**config.mk**
```make
export PLATFORM = sky130hd
export DESIGN_NAME = xps_top
export DESIGN_NICKNAME = d
export VERILOG_FILES = /design/src/xps_pkg.sv /design/src/xps_port.sv /design/src/xps_top.sv
export SDC_FILE = /design/constraint.sdc
export NUM_CORES = 1
export LEC_CHECK = 0
export BUFFER_PORTS_ARGS = -buffer_cell sky130_fd_sc_hd__buf_4
export CORE_ASPECT_RATIO = 0.5
export CORE_UTILIZATION = 62
export CTS_CLUSTER_SIZE = 12
export DETAILED_ROUTE_END_ITERATION = 7
export PLACE_DENSITY = 0.95
export SLEW_MARGIN = 20
export SYNTH_ARGS = -nofsm -noshare
export SYNTH_HDL_FRONTEND = slang
export SYNTH_SLANG_ARGS = --single-unit
```
**constraint.sdc**
```tcl
create_clock -name CLK_SYS -period 49.4 [get_ports CLK_SYS]
set_input_delay 9.88 -clock CLK_SYS [delete_from_list [all_inputs] [get_ports CLK_SYS]]
set_output_delay 9.88 -clock CLK_SYS [all_outputs]
set_load 0.005 [all_outputs]
```
**src/xps_pkg.sv**
```systemverilog
// constants for the xdata pointer and fast port register bank
// assumes an 8-bit controller core on the same clock drives the register strobes
package xps_pkg;

	localparam int XPS_NPORT = 9;
	localparam int XPS_AW    = 24;

	// ==================================================================
	// register addresses on the special-function bus
	localparam logic [7:0] XPS_A_PTR0_LO  = 8'h82;
	localparam logic [7:0] XPS_A_PTR0_HI  = 8'h83;
	localparam logic [7:0] XPS_A_PTR1_LO  = 8'h84;
	localparam logic [7:0] XPS_A_PTR1_HI  = 8'h85;
	localparam logic [7:0] XPS_A_PTR_SEL  = 8'h86;
	localparam logic [7:0] XPS_A_PTR0_UP  = 8'h93;
	localparam logic [7:0] XPS_A_PTR1_UP  = 8'h95;
	localparam logic [7:0] XPS_A_IND_UP   = 8'hea;
	localparam logic [7:0] XPS_A_IND_MID  = 8'ha0;

	// ports 0..6, 12, 15 in that order
	localparam logic [8:0][7:0] XPS_A_PORT_OUT = {8'hf8, 8'he8, 8'hd8, 8'hc8, 8'hc0,
		8'hb0, 8'h98, 8'h90, 8'h80};
	localparam logic [8:0][7:0] XPS_A_PORT_PS  = {8'hf9, 8'he9, 8'hd9, 8'hc9, 8'hc1,
		8'hb1, 8'h99, 8'h91, 8'h89};
	localparam logic [8:0][7:0] XPS_A_PORT_SEL = {8'hfa, 8'hf2, 8'hda, 8'hca, 8'hc2,
		8'hb2, 8'h9a, 8'ha2, 8'h8a};

	// ==================================================================
	// reset values
	localparam logic [7:0] XPS_RST_BYTE = 8'h00;
	localparam logic       XPS_SEL_BIT  = 1'b0;

	// ==================================================================
	// xdata decode windows
	localparam logic [23:0] XPS_SRAM_LO  = 24'h000000;
	localparam logic [23:0] XPS_SRAM_HI  = 24'h001fff;
	localparam logic [23:0] XPS_IOP_LO   = 24'h005000;
	localparam logic [23:0] XPS_IOP_HI   = 24'h0051ff;
	localparam logic [23:0] XPS_EMC_LO   = 24'h005400;
	localparam logic [23:0] XPS_EMC_HI   = 24'h0054ff;
	localparam logic [23:0] XPS_ECC_LO   = 24'h080000;
	localparam logic [23:0] XPS_ECC_HI   = 24'h081fff;
	localparam logic [23:0] XPS_OFF_LO   = 24'h800000;

	typedef enum logic [2:0] {
		XPS_RG_NONE,
		XPS_RG_SRAM,
		XPS_RG_IOPORT,
		XPS_RG_EMICTL,
		XPS_RG_ECC,
		XPS_RG_OFFCHIP
	} xps_region_t;

endpackage : xps_pkg

```
**src/xps_port.sv**
```systemverilog
// one fast port: output, source select and synchronised pin state
// assumes pin levels are asynchronous and the hub output is on CLK_SYS
`timescale 1ns/1ps
module xps_port
	import xps_pkg::*;
#(
	parameter int W = 8
) (
	input  wire logic         clk,
	input  wire logic         rst,
	input  wire logic         wr_out,
	input  wire logic         wr_sel,
	input  wire logic [7:0]   wdata,
	input  wire logic [W-1:0] hub_out,
	input  wire logic [W-1:0] pin_in,
	output logic      [W-1:0] out_q,
	output logic      [W-1:0] sel_q,
	output logic      [W-1:0] ps_q,
	output logic      [W-1:0] pad_q
);

	typedef struct packed {
		logic [W-1:0] out_r;
		logic [W-1:0] sel_r;
		logic [W-1:0] meta_r;
		logic [W-1:0] ps_r;
		logic [W-1:0] pad_r;
	} xps_port_st_t;

	xps_port_st_t st_r, st_nxt;

	always_comb begin
		st_nxt        = st_r;
		st_nxt.meta_r = pin_in;
		st_nxt.ps_r   = st_r.meta_r;
		if (wr_out) begin
			st_nxt.out_r = wdata[W-1:0];
		end
		if (wr_sel) begin
			st_nxt.sel_r = wdata[W-1:0];
		end
		for (int y = 0; y < W; y++) begin
			st_nxt.pad_r[y] = st_r.sel_r[y] ? st_r.out_r[y] : hub_out[y];
		end
	end

	always_ff @(posedge clk or posedge rst) begin
		if (rst) begin
			st_r <= '0;
		end else begin
			st_r <= st_nxt;
		end
	end

	assign out_q = st_r.out_r;
	assign sel_q = st_r.sel_r;
	assign ps_q  = st_r.ps_r;
	assign pad_q = st_r.pad_r;

	a_pad_source: assert property (@(posedge clk) disable iff (rst)
		##1 pad_q == ($past(sel_q) & $past(out_q) | ~$past(sel_q) & $past(hub_out)))
		else $error("pad not driven from selected source");

	a_ps_two_stage: assert property (@(posedge clk) disable iff (rst)
		##2 ps_q == $past(pin_in, 2))
		else $error("pin state does not follow pins after two stages");

endmodule : xps_port

```
**src/xps_top.sv**
```systemverilog
// data pointers, xdata address extension and decode, fast port registers
// assumes the core gives one-cycle strobes on CLK_SYS; pins are asynchronous
`timescale 1ns/1ps
module xps_top
	import xps_pkg::*;
#(
	parameter int NPORT = XPS_NPORT
) (
	input  wire logic               CLK_SYS,
	input  wire logic               SYS_RST,
	input  wire logic [7:0]         SFR_ADDR,
	input  wire logic               SFR_WR,
	input  wire logic               SFR_RD,
	input  wire logic [7:0]         SFR_WDATA,
	output logic      [7:0]         SFR_RDATA,
	output logic                    SFR_ACK,
	input  wire logic               PTR_INC,
	input  wire logic               PTR_LOAD,
	input  wire logic [15:0]        PTR_LOAD_DATA,
	output logic      [15:0]        PTR_VALUE,
	input  wire logic               XMOV_REQ,
	input  wire logic               XMOV_INDIRECT,
	input  wire logic [7:0]         XMOV_REG_VALUE,
	output logic      [23:0]        XADDR,
	output logic                    XADDR_VALID,
	output logic                    XSEL_SRAM,
	output logic                    XSEL_IOPORT,
	output logic                    XSEL_EMICTL,
	output logic                    XSEL_ECC,
	output logic                    XSEL_OFFCHIP,
	input  wire logic [NPORT*8-1:0] HUB_PORT_OUTPUT,
	input  wire logic [NPORT*8-1:0] PORT_PIN_IN,
	output logic      [NPORT*8-1:0] PORT_PIN_OUT
);

	// ==================================================================
	// decode helpers

	function automatic xps_region_t region_of(input logic [23:0] a);
		xps_region_t r;
		r = XPS_RG_NONE;
		if (a >= XPS_OFF_LO) begin
			r = XPS_RG_OFFCHIP;
		end else if (a <= XPS_SRAM_HI) begin
			r = XPS_RG_SRAM;
		end else if (a >= XPS_IOP_LO && a <= XPS_IOP_HI) begin
			r = XPS_RG_IOPORT;
		end else if (a >= XPS_EMC_LO && a <= XPS_EMC_HI) begin
			r = XPS_RG_EMICTL;
		end else if (a >= XPS_ECC_LO && a <= XPS_ECC_HI) begin
			r = XPS_RG_ECC;
		end
		return r;
	endfunction : region_of

	function automatic logic [NPORT-1:0] port_hit(input logic [7:0] a,
		input logic [8:0][7:0] tbl);
		logic [NPORT-1:0] h;
		h = '0;
		for (int p = 0; p < NPORT; p++) begin
			h[p] = (a == tbl[p]);
		end
		return h;
	endfunction : port_hit

	// ==================================================================
	// state

	typedef struct packed {
		logic        sel_r;
		logic [15:0] ptr0_r;
		logic [15:0] ptr1_r;
		logic [7:0]  ptr0_up_r;
		logic [7:0]  ptr1_up_r;
		logic [7:0]  ind_up_r;
		logic [7:0]  ind_mid_r;
		logic [7:0]  rdata_r;
		logic        ack_r;
		logic [15:0] ptr_val_r;
		logic [23:0] xaddr_r;
		logic        xvalid_r;
		logic [4:0]  xsel_r;
	} xps_st_t;

	xps_st_t st_r, st_nxt;

	logic [NPORT-1:0]   hit_out, hit_ps, hit_sel;
	logic [NPORT*8-1:0] port_out_q, port_sel_q, port_ps_q;

	assign hit_out = port_hit(SFR_ADDR, XPS_A_PORT_OUT);
	assign hit_ps  = port_hit(SFR_ADDR, XPS_A_PORT_PS);
	assign hit_sel = port_hit(SFR_ADDR, XPS_A_PORT_SEL);

	// ==================================================================
	// fast ports

	genvar gp;
	generate
		for (gp = 0; gp < NPORT; gp++) begin : g_port
			// three registers per port, pin state has no write path
			xps_port #(.W(8)) xps_port_inst (
				.clk     (CLK_SYS),
				.rst     (SYS_RST),
				.wr_out  (SFR_WR && hit_out[gp]),
				.wr_sel  (SFR_WR && hit_sel[gp]),
				.wdata   (SFR_WDATA),
				.hub_out (HUB_PORT_OUTPUT[gp*8 +: 8]),
				.pin_in  (PORT_PIN_IN[gp*8 +: 8]),
				.out_q   (port_out_q[gp*8 +: 8]),
				.sel_q   (port_sel_q[gp*8 +: 8]),
				.ps_q    (port_ps_q[gp*8 +: 8]),
				.pad_q   (PORT_PIN_OUT[gp*8 +: 8])
			);
		end
	endgenerate

	// ==================================================================
	// next state

	always_comb begin
		logic [15:0] cur_ptr;
		logic [23:0] xa;
		logic [7:0]  rd;
		logic        mapped;
		xps_region_t rg;
		logic [15:0] nv;

		st_nxt  = st_r;
		cur_ptr = st_r.sel_r ? st_r.ptr1_r : st_r.ptr0_r;
		xa      = '0;
		rd      = XPS_RST_BYTE;
		mapped  = 1'b1;
		rg      = XPS_RG_NONE;
		nv      = '0;

		// register writes; pointer instructions below take priority
		if (SFR_WR) begin
			unique case (SFR_ADDR)
				XPS_A_PTR0_LO: st_nxt.ptr0_r[7:0]  = SFR_WDATA;
				XPS_A_PTR0_HI: st_nxt.ptr0_r[15:8] = SFR_WDATA;
				XPS_A_PTR1_LO: st_nxt.ptr1_r[7:0]  = SFR_WDATA;
				XPS_A_PTR1_HI: st_nxt.ptr1_r[15:8] = SFR_WDATA;
				XPS_A_PTR_SEL: st_nxt.sel_r        = SFR_WDATA[0];
				XPS_A_PTR0_UP: st_nxt.ptr0_up_r    = SFR_WDATA;
				XPS_A_PTR1_UP: st_nxt.ptr1_up_r    = SFR_WDATA;
				XPS_A_IND_UP:  st_nxt.ind_up_r     = SFR_WDATA;
				XPS_A_IND_MID: st_nxt.ind_mid_r    = SFR_WDATA;
				default: ;
			endcase
		end

		// load and increment touch only the selected pointer
		if (PTR_LOAD || PTR_INC) begin
			nv = PTR_LOAD ? PTR_LOAD_DATA : 16'(cur_ptr + 16'h0001);
			if (st_r.sel_r) begin
				st_nxt.ptr1_r = nv;
			end else begin
				st_nxt.ptr0_r = nv;
			end
		end
		// code fetch and jump see only 16 bits, never the extensions
		st_nxt.ptr_val_r = cur_ptr;

		// read mux
		unique case (SFR_ADDR)
			XPS_A_PTR0_LO: rd = st_r.ptr0_r[7:0];
			XPS_A_PTR0_HI: rd = st_r.ptr0_r[15:8];
			XPS_A_PTR1_LO: rd = st_r.ptr1_r[7:0];
			XPS_A_PTR1_HI: rd = st_r.ptr1_r[15:8];
			XPS_A_PTR_SEL: rd = {7'h00, st_r.sel_r};
			XPS_A_PTR0_UP: rd = st_r.ptr0_up_r;
			XPS_A_PTR1_UP: rd = st_r.ptr1_up_r;
			XPS_A_IND_UP:  rd = st_r.ind_up_r;
			XPS_A_IND_MID: rd = st_r.ind_mid_r;
			default: mapped = 1'b0;
		endcase
		for (int p = 0; p < NPORT; p++) begin
			if (hit_out[p]) begin
				rd     = port_out_q[p*8 +: 8];
				mapped = 1'b1;
			end
			if (hit_sel[p]) begin
				rd     = port_sel_q[p*8 +: 8];
				mapped = 1'b1;
			end
			if (hit_ps[p]) begin
				rd     = port_ps_q[p*8 +: 8];
				mapped = 1'b1;
			end
		end
		st_nxt.ack_r = (SFR_RD || SFR_WR) && mapped;
		if (SFR_RD) begin
			st_nxt.rdata_r = mapped ? rd : XPS_RST_BYTE;
		end

		// external-data address formation
		if (XMOV_INDIRECT) begin
			xa = {st_r.ind_up_r, st_r.ind_mid_r, XMOV_REG_VALUE};
		end else begin
			xa = {(st_r.sel_r ? st_r.ptr1_up_r : st_r.ptr0_up_r), cur_ptr};
		end
		st_nxt.xvalid_r = XMOV_REQ;
		if (XMOV_REQ) begin
			st_nxt.xaddr_r = xa;
			rg             = region_of(xa);
			st_nxt.xsel_r  = {rg == XPS_RG_OFFCHIP, rg == XPS_RG_ECC,
				rg == XPS_RG_EMICTL, rg == XPS_RG_IOPORT, rg == XPS_RG_SRAM};
		end else begin
			st_nxt.xsel_r  = '0;
		end
	end

	always_ff @(posedge CLK_SYS or posedge SYS_RST) begin
		if (SYS_RST) begin
			st_r <= '0;
		end else begin
			st_r <= st_nxt;
		end
	end

	// ==================================================================
	// outputs

	assign SFR_RDATA    = st_r.rdata_r;
	assign SFR_ACK      = st_r.ack_r;
	assign PTR_VALUE    = st_r.ptr_val_r;
	assign XADDR        = st_r.xaddr_r;
	assign XADDR_VALID  = st_r.xvalid_r;
	assign XSEL_SRAM    = st_r.xsel_r[0];
	assign XSEL_IOPORT  = st_r.xsel_r[1];
	assign XSEL_EMICTL  = st_r.xsel_r[2];
	assign XSEL_ECC     = st_r.xsel_r[3];
	assign XSEL_OFFCHIP = st_r.xsel_r[4];

	// ==================================================================
	// checks

	a_inc_selected: assert property (@(posedge CLK_SYS) disable iff (SYS_RST)
		(PTR_INC && !PTR_LOAD && !st_r.sel_r) |=> st_r.ptr0_r == 16'($past(st_r.ptr0_r) + 1))
		else $error("increment did not advance pointer zero");

	a_inc_other_kept: assert property (@(posedge CLK_SYS) disable iff (SYS_RST)
		(PTR_INC && !SFR_WR && st_r.sel_r) |=> $stable(st_r.ptr0_r))
		else $error("unselected pointer changed on increment");

	a_ptr_ext_hi: assert property (@(posedge CLK_SYS) disable iff (SYS_RST)
		(XMOV_REQ && !XMOV_INDIRECT) |=> XADDR[23:16] ==
		($past(st_r.sel_r) ? $past(st_r.ptr1_up_r) : $past(st_r.ptr0_up_r)))
		else $error("pointer move upper byte wrong");

	a_ptr_low16: assert property (@(posedge CLK_SYS) disable iff (SYS_RST)
		(XMOV_REQ && !XMOV_INDIRECT) |=> XADDR[15:0] ==
		($past(st_r.sel_r) ? $past(st_r.ptr1_r) : $past(st_r.ptr0_r)))
		else $error("pointer move low bits wrong");

	a_ind_address: assert property (@(posedge CLK_SYS) disable iff (SYS_RST)
		(XMOV_REQ && XMOV_INDIRECT) |=> XADDR ==
		{$past(st_r.ind_up_r), $past(st_r.ind_mid_r), $past(XMOV_REG_VALUE)})
		else $error("indirect move address wrong");

	a_valid_pulse: assert property (@(posedge CLK_SYS) disable iff (SYS_RST)
		!XMOV_REQ |=> !XADDR_VALID && XSEL_SRAM == 1'b0 && XSEL_OFFCHIP == 1'b0)
		else $error("address strobe without move");

	a_sram_window: assert property (@(posedge CLK_SYS) disable iff (SYS_RST)
		XADDR_VALID |-> XSEL_SRAM == (XADDR <= 24'h001fff))
		else $error("sram decode wrong");

	a_ioport_window: assert property (@(posedge CLK_SYS) disable iff (SYS_RST)
		XADDR_VALID |-> XSEL_IOPORT == (XADDR >= 24'h005000 && XADDR <= 24'h0051ff))
		else $error("port control decode wrong");

	a_emictl_window: assert property (@(posedge CLK_SYS) disable iff (SYS_RST)
		XADDR_VALID |-> XSEL_EMICTL == (XADDR >= 24'h005400 && XADDR <= 24'h0054ff))
		else $error("interface control decode wrong");

	a_ecc_window: assert property (@(posedge CLK_SYS) disable iff (SYS_RST)
		XADDR_VALID |-> XSEL_ECC == (XADDR >= 24'h080000 && XADDR <= 24'h081fff))
		else $error("correction bytes decode wrong");

	a_offchip_half: assert property (@(posedge CLK_SYS) disable iff (SYS_RST)
		XADDR_VALID |-> XSEL_OFFCHIP == XADDR[23])
		else $error("off-chip decode wrong");

	a_ps_no_write: assert property (@(posedge CLK_SYS) disable iff (SYS_RST)
		(SFR_WR && SFR_ADDR == XPS_A_PORT_PS[0]) |=> port_out_q[7:0] == $past(port_out_q[7:0])
		&& port_sel_q[7:0] == $past(port_sel_q[7:0]))
		else $error("pin state write changed a register");

	// ==================================================================
	// pointer, register bus and xdata address checks

	a_load_ptr_zero: assert property (@(posedge CLK_SYS) disable iff (SYS_RST)
		(PTR_LOAD && !st_r.sel_r) |=> st_r.ptr0_r == $past(PTR_LOAD_DATA))
		else $error("load missed pointer zero");

	a_load_ptr_one: assert property (@(posedge CLK_SYS) disable iff (SYS_RST)
		(PTR_LOAD && st_r.sel_r) |=> st_r.ptr1_r == $past(PTR_LOAD_DATA))
		else $error("load missed pointer one");

	a_inc_ptr_one: assert property (@(posedge CLK_SYS) disable iff (SYS_RST)
		(PTR_INC && !PTR_LOAD && st_r.sel_r) |=> st_r.ptr1_r == 16'($past(st_r.ptr1_r) + 1))
		else $error("increment did not advance pointer one");

	a_code_pointer: assert property (@(posedge CLK_SYS) disable iff (SYS_RST)
		##1 PTR_VALUE == ($past(st_r.sel_r) ? $past(st_r.ptr1_r) : $past(st_r.ptr0_r)))
		else $error("code pointer not the selected 16 bits");

	a_ext_keeps_ptr: assert property (@(posedge CLK_SYS) disable iff (SYS_RST)
		(SFR_WR && !PTR_LOAD && !PTR_INC && (SFR_ADDR == XPS_A_PTR0_UP ||
		SFR_ADDR == XPS_A_PTR1_UP)) |=> $stable(st_r.ptr0_r) && $stable(st_r.ptr1_r))
		else $error("extension write touched a pointer");

	a_ind_up_write: assert property (@(posedge CLK_SYS) disable iff (SYS_RST)
		(SFR_WR && SFR_ADDR == XPS_A_IND_UP) |=> st_r.ind_up_r == $past(SFR_WDATA))
		else $error("upper byte write lost");

	a_ind_mid_write: assert property (@(posedge CLK_SYS) disable iff (SYS_RST)
		(SFR_WR && SFR_ADDR == XPS_A_IND_MID) |=> st_r.ind_mid_r == $past(SFR_WDATA))
		else $error("middle byte write lost");

	a_xaddr_hold: assert property (@(posedge CLK_SYS) disable iff (SYS_RST)
		!XMOV_REQ |=> $stable(XADDR))
		else $error("address changed without a move");

	a_xsel_onehot: assert property (@(posedge CLK_SYS) disable iff (SYS_RST)
		XADDR_VALID |-> $onehot0({XSEL_SRAM, XSEL_IOPORT, XSEL_EMICTL, XSEL_ECC, XSEL_OFFCHIP}))
		else $error("more than one region selected");

	a_ack_idle: assert property (@(posedge CLK_SYS) disable iff (SYS_RST)
		!(SFR_RD || SFR_WR) |=> !SFR_ACK)
		else $error("acknowledge without a strobe");

	a_sel_readback: assert property (@(posedge CLK_SYS) disable iff (SYS_RST)
		(SFR_RD && SFR_ADDR == XPS_A_PTR_SEL) |=> SFR_ACK && SFR_RDATA == {7'h00, $past(st_r.sel_r)})
		else $error("select readback wrong");

	a_ps_readback: assert property (@(posedge CLK_SYS) disable iff (SYS_RST)
		(SFR_RD && SFR_ADDR == XPS_A_PORT_PS[0]) |=> SFR_ACK && SFR_RDATA == $past(port_ps_q[7:0]))
		else $error("pin state readback wrong");

	a_rdata_hold: assert property (@(posedge CLK_SYS) disable iff (SYS_RST)
		!SFR_RD |=> $stable(SFR_RDATA))
		else $error("read data changed without a read");

endmodule : xps_top

```
==> results.py <==
metrics = {
    "worst_setup_path": {
        "crit_path_start_kind": "input pin",
        "path_buf_inv": 1,
        "cp_num_cells": 8,
        "critPathTopFamily": "compound AO/OA/AOI/OAI gates",
        "endpoint_kind": "flop",
        "critPathSlowestCell": "sky130_fd_sc_hd__nand4bb_1",
        "worst_r2r_path_depth": 8,
        "slowest_delay_ps": 900,
        "critical_path_class": "in2reg",
        "crit_path_cell_trace": "buf_4 > nand4bb_1 > o21ai_0 > nand2_1 > a2111oi_0 > nand2_1 > o21ai_1 > a31oi_1",
        "path_common_cell": "sky130_fd_sc_hd__nand2_1",
        "critPathMaxFanout": 65,
        "required_worst_endpoint_ps": 49810,
        "worstPathArrival_ps": 12930,
    },
    "floorplan": {
        "die_boundary_height_um": 133.2,
        "floorplan.io_pins": 319,
        "placeableCoreArea_um2": 33460,
        "design.die.area_um2": 35230,
        "start_util": 0.6381,
        "die_width_um": 264.5,
        "floorplan_row_count": 47,
    },
    "global_route": {
        "use_met1": 0.5669,
        "antenna_found_initial": 2,
        "via_count_of_the_first_global_routing_pass": 16928,
        "gr-usage-met3": 0.1505,
        "grt_pass1_wl_mm": 107.4,
        "overflow": 0,
        "gr-usage-all-layers": 0.4158,
        "grt_start_max_net_pins": 181,
        "global_route.peak_usage_layer": "met2",
        "grtUsageMet2": 0.6240,
    },
    "pwr": {
        "cellPowerDensity_nw_per_um2": 34.99,
        "p_leak_uw": 0.01155,
        "clock_power_share": 0.367,
        "relative_contribution_of_combinational_cells_to_total_power": 0.120,
        "power_switching_uw": 226.2,
        "cellInternalPower_uw": 642.6,
        "power.share.sequential": 0.513,
        "power_switching_share": 0.2604,
        "vdd.ir_drop.worst_mv": 0.02764,
    },
    "sta": {
        "setup_slack_ps": 36880,
        "max_freq_ghz": 0.07990,
        "setup_total_negative_slack_ps": 0,
        "worst_slew_pin_slew_ps": 1070,
        "rsz0062_at_grt": "false",
        "hold_viol_final": 0,
        "worst_slew_margin_rel": 0.2808,
        "skew_ps": 26.91,
        "period_utilization": 0.2534,
        "period_minus_slack_ps": 12520,
        "finalSetupViolations": 0,
        "final-max-slew-violation-count": 0,
    },
    "yosys": {
        "synth.lib_cells_used.distinct": 94,
        "synth_largest_area_cell": "sky130_fd_sc_hd__dfrtp_1",
        "synth-seq-area-share": 0.5625,
        "synth-seq-cells": 480,
        "synthesis.area_per_instance_um2": 12.07,
        "synthesis.area_um2": 21350,
        "ys_dominant_reg_cell": "sky130_fd_sc_hd__dfrtp_1",
        "synth_enable_flop_cells": 0,
        "yosys_warnings": 0,
        "post_synth_main_area_contributors": "sky130_fd_sc_hd__dfrtp_1, sky130_fd_sc_hd__mux2_2, sky130_fd_sc_hd__mux2i_1",
        "syn-num-nets": 1962,
        "mapped_cells": 1769,
        "share_of_synthesized_registers_carrying_an_async_set_or_reset": 1.000,
        "yosys.area.top_type_share": 0.5625,
    },
    "placed_design": {
        "placement.io_buffers": 318,
        "hpwl_mm": 51.33,
        "dpl_worst_slack_ps": 36330,
        "gp_congestion": 1.057,
    },
    "clocking": {
        "clock_tree.buffer_depth": 3,
        "tritoncts": "yes",
        "cts-buffers-inserted": 46,
        "hold_buffers": 0,
        "cts-htree-levels": 2,
        "clock_latency_ps": 580,
        "clock-root-buffer": "sky130_fd_sc_hd__clkbuf_16",
        "buffer_count_from_post_cts_setup_fixing": 0,
        "clock_transition_time_at_the_flip_flop_clock_pins_of_the_worst_setup_and_hold_paths_ps": 80,
        "clock_sink_count": 480,
        "ctsResizeCount": 0,
    },
    "detailed_routing": {
        "drt_first_iter_violations": 2513,
        "detail_route.wirelength_mm": 72.94,
        "dr_total_vias": 16730,
        "number_of_design_rule_violations_left_after_detail_routing": 24,
        "detailed_routing_iterations_pass_1": 8,
        "route.detailed.wl_per_inst_um": 29.89,
        "routed_via_density": 6.857,
        "detail-route-antenna-nets": 0,
    },
    "outcome": {
        "failed_checks": "design-rule violations",
        "result_of_the_run": "finished, violations left",
    },
    "hold_path": {
        "holdPathStages": 0,
        "hp-class": "reg2reg",
    },
    "cells_and_area": {
        "layout.filler_cells": 2175,
        "layout_nets": 2188,
        "drive_above_1_share": 0.3514,
        "area_delta_synth_final_pct": 16.30,
    },
    "flow_run": {
        "max_cap_violations": 0,
    },
}
==> metal layers <==
metal	vias to the layer above	part of all wire	wire length (µm)
met4	6	0.040	2894
met1	8406	0.39	28260
li1	6819	-	-
met5	-	0.0012	91
met2	1203	0.45	32460
met3	296	0.13	9222
==> worst register-to-register path, stage by stage, from the launching register on <==
cell and delay [ps]:
sky130_fd_sc_hd__dfrtp_1 340, sky130_fd_sc_hd__buf_4 420, sky130_fd_sc_hd__mux2i_1 300, sky130_fd_sc_hd__a2111oi_0 660, sky130_fd_sc_hd__nand3_1 190, sky130_fd_sc_hd__xnor2_1 160, sky130_fd_sc_hd__o21ai_0 310, sky130_fd_sc_hd__nand2_1 110
sky130_fd_sc_hd__o21ai_0 90
==> per-stage QoR <==
step / area [µm²] / hold slack, ps / util / std cells / total power [µW]
finish: 24830 / 342.7 / 0.7422 / 2440 / 868.9
CTS: 24820 / 343.1 / 0.7419 / 2439 / 865.5
floorplan: 21350 / 331.2 / - / 1769 / 504.1
global route: 24830 / 348.3 / 0.7421 / 2439 / 891.8
global placement: 23590 / 332.0 / 0.7049 / 2388 / 546.5
detailed placement: 23590 / 334.7 / 0.7049 / 2388 / 551.3
==> power groups by stage <==
stage               logic, µW  clock network (µW)  registers, µW
floorplan                64.7                   0            439
global placement         97.5                   0            449
detailed placement        101                   0            450
finish                    104                 319            445
CTS                       102                 319            444
global route              111                 334            446
==> flip-flops by register name (all words and copies together) (netlist names) <==
register                     cells
g_port.xps_port_inst.out_q      72
XADDR_VALID                      1
st_r                            65
XSEL_SRAM                        1
SFR_RDATA                        8
g_port.xps_port_inst.st_nxt     72
g_port.xps_port_inst.ps_q       72
PTR_VALUE                       16
XADDR                           24
g_port.xps_port_inst.sel_q      72
g_port.xps_port_inst.pad_q      72
XSEL_EMICTL                      1
XSEL_ECC                         1
XSEL_IOPORT                      1
XSEL_OFFCHIP                     1
SFR_ACK                          1
==> cell usage in the layout (no fill, tap or decap), types with 17 or more instances in the layout <==
master | synthesis | routed
sky130_fd_sc_hd__a21oi_1 | 65 | 65
sky130_fd_sc_hd__a22oi_1 | 17 | 17
sky130_fd_sc_hd__buf_4 | 58 | 334
sky130_fd_sc_hd__clkbuf_16 | 0 | 47
sky130_fd_sc_hd__dfrtp_1 | 480 | 480
sky130_fd_sc_hd__inv_1 | 20 | 19
sky130_fd_sc_hd__mux2_2 | 285 | 285
sky130_fd_sc_hd__mux2i_1 | 53 | 53
sky130_fd_sc_hd__nand2_1 | 126 | 126
sky130_fd_sc_hd__nand3_1 | 43 | 43
sky130_fd_sc_hd__nor2_1 | 89 | 89
sky130_fd_sc_hd__nor3_1 | 23 | 23
sky130_fd_sc_hd__o21ai_0 | 97 | 97
sky130_fd_sc_hd__o22ai_1 | 22 | 22
==> final timing paths <==
check | to | startpoint | slack (ps)
min reg2reg | g_port[1].xps_port_inst.ps_q[1] | g_port[1].xps_port_inst.st_nxt[9] | 340
min | g_port[1].xps_port_inst.ps_q[1] | g_port[1].xps_port_inst.st_nxt[9] | 340
min in group asynchronous | g_port[3].xps_port_inst.sel_q[0] | SYS_RST | 9520
max reg2reg | st_r[112] | st_r[119] | 46730
max in group asynchronous | XADDR[1] | SYS_RST | 37660
max | SFR_RDATA[6] | SFR_ADDR[0] | 36880
==> Yosys cell counts (5+ instances only) <==
cell type,n
sky130_fd_sc_hd__a2111oi_0,8
sky130_fd_sc_hd__a211oi_1,15
sky130_fd_sc_hd__a21o_1,5
sky130_fd_sc_hd__a21oi_1,65
sky130_fd_sc_hd__a221o_1,6
sky130_fd_sc_hd__a221oi_1,7
sky130_fd_sc_hd__a222oi_1,5
sky130_fd_sc_hd__a22o_1,6
sky130_fd_sc_hd__a22oi_1,17
sky130_fd_sc_hd__a2bb2oi_1,9
sky130_fd_sc_hd__a31oi_1,13
sky130_fd_sc_hd__and2_1,6
sky130_fd_sc_hd__and3_1,9
sky130_fd_sc_hd__buf_2,37
sky130_fd_sc_hd__buf_4,58
sky130_fd_sc_hd__buf_6,5
sky130_fd_sc_hd__clkbuf_1,56
sky130_fd_sc_hd__dfrtp_1,480
sky130_fd_sc_hd__inv_1,20
sky130_fd_sc_hd__mux2_2,285
sky130_fd_sc_hd__mux2i_1,53
sky130_fd_sc_hd__nand2_1,126
sky130_fd_sc_hd__nand2b_1,9
sky130_fd_sc_hd__nand3_1,43
sky130_fd_sc_hd__nand4_1,7
sky130_fd_sc_hd__nand4b_1,5
sky130_fd_sc_hd__nand4bb_1,5
sky130_fd_sc_hd__nor2_1,89
sky130_fd_sc_hd__nor2b_1,15
sky130_fd_sc_hd__nor3_1,23
sky130_fd_sc_hd__nor4_1,5
sky130_fd_sc_hd__o2111ai_1,6
sky130_fd_sc_hd__o211ai_1,11
sky130_fd_sc_hd__o21a_1,7
sky130_fd_sc_hd__o21ai_0,97
sky130_fd_sc_hd__o21ai_1,9
sky130_fd_sc_hd__o221ai_1,7
sky130_fd_sc_hd__o22a_1,6
sky130_fd_sc_hd__o22ai_1,22
sky130_fd_sc_hd__or3_1,7
sky130_fd_sc_hd__or4b_1,5
sky130_fd_sc_hd__xnor2_1,8
sky130_fd_sc_hd__xor2_1,5
==> layout make-up <==
class | instances | area, µm² | share of cell area
multi-input cells | 1109 | 8394 | 0.3380
clock buffers | 48 | 1190 | 0.04791
diodes | 1 | 2.502 | 0.0001008
flip-flops and latches | 480 | 12010 | 0.4837
repair buffers | 337 | 2550 | 0.1027
inverters | 21 | 86.33 | 0.003476
clock inverters | 3 | 47.55 | 0.001915
well taps | 441 | 551.8 | 0.02222
==> cell families (layout without fill, tap and decap cells) <==
logic type / count (synthesis) / in the layout / share of synthesized area
buffers and inverters: 180 / 409 / 0.04576
adders and majority gates: 1 / 1 / 0.0005859
AOI/OAI and AO/OA: 362 / 362 / 0.1140
DFF: 480 / 480 / 0.5625
and+or+nand+nor: 395 / 395 / 0.09663
xor gates and xnor gates: 13 / 13 / 0.005332
muxes: 338 / 338 / 0.1751
other: 0 / 1 / 0
(Power assumes the default switching activity.)
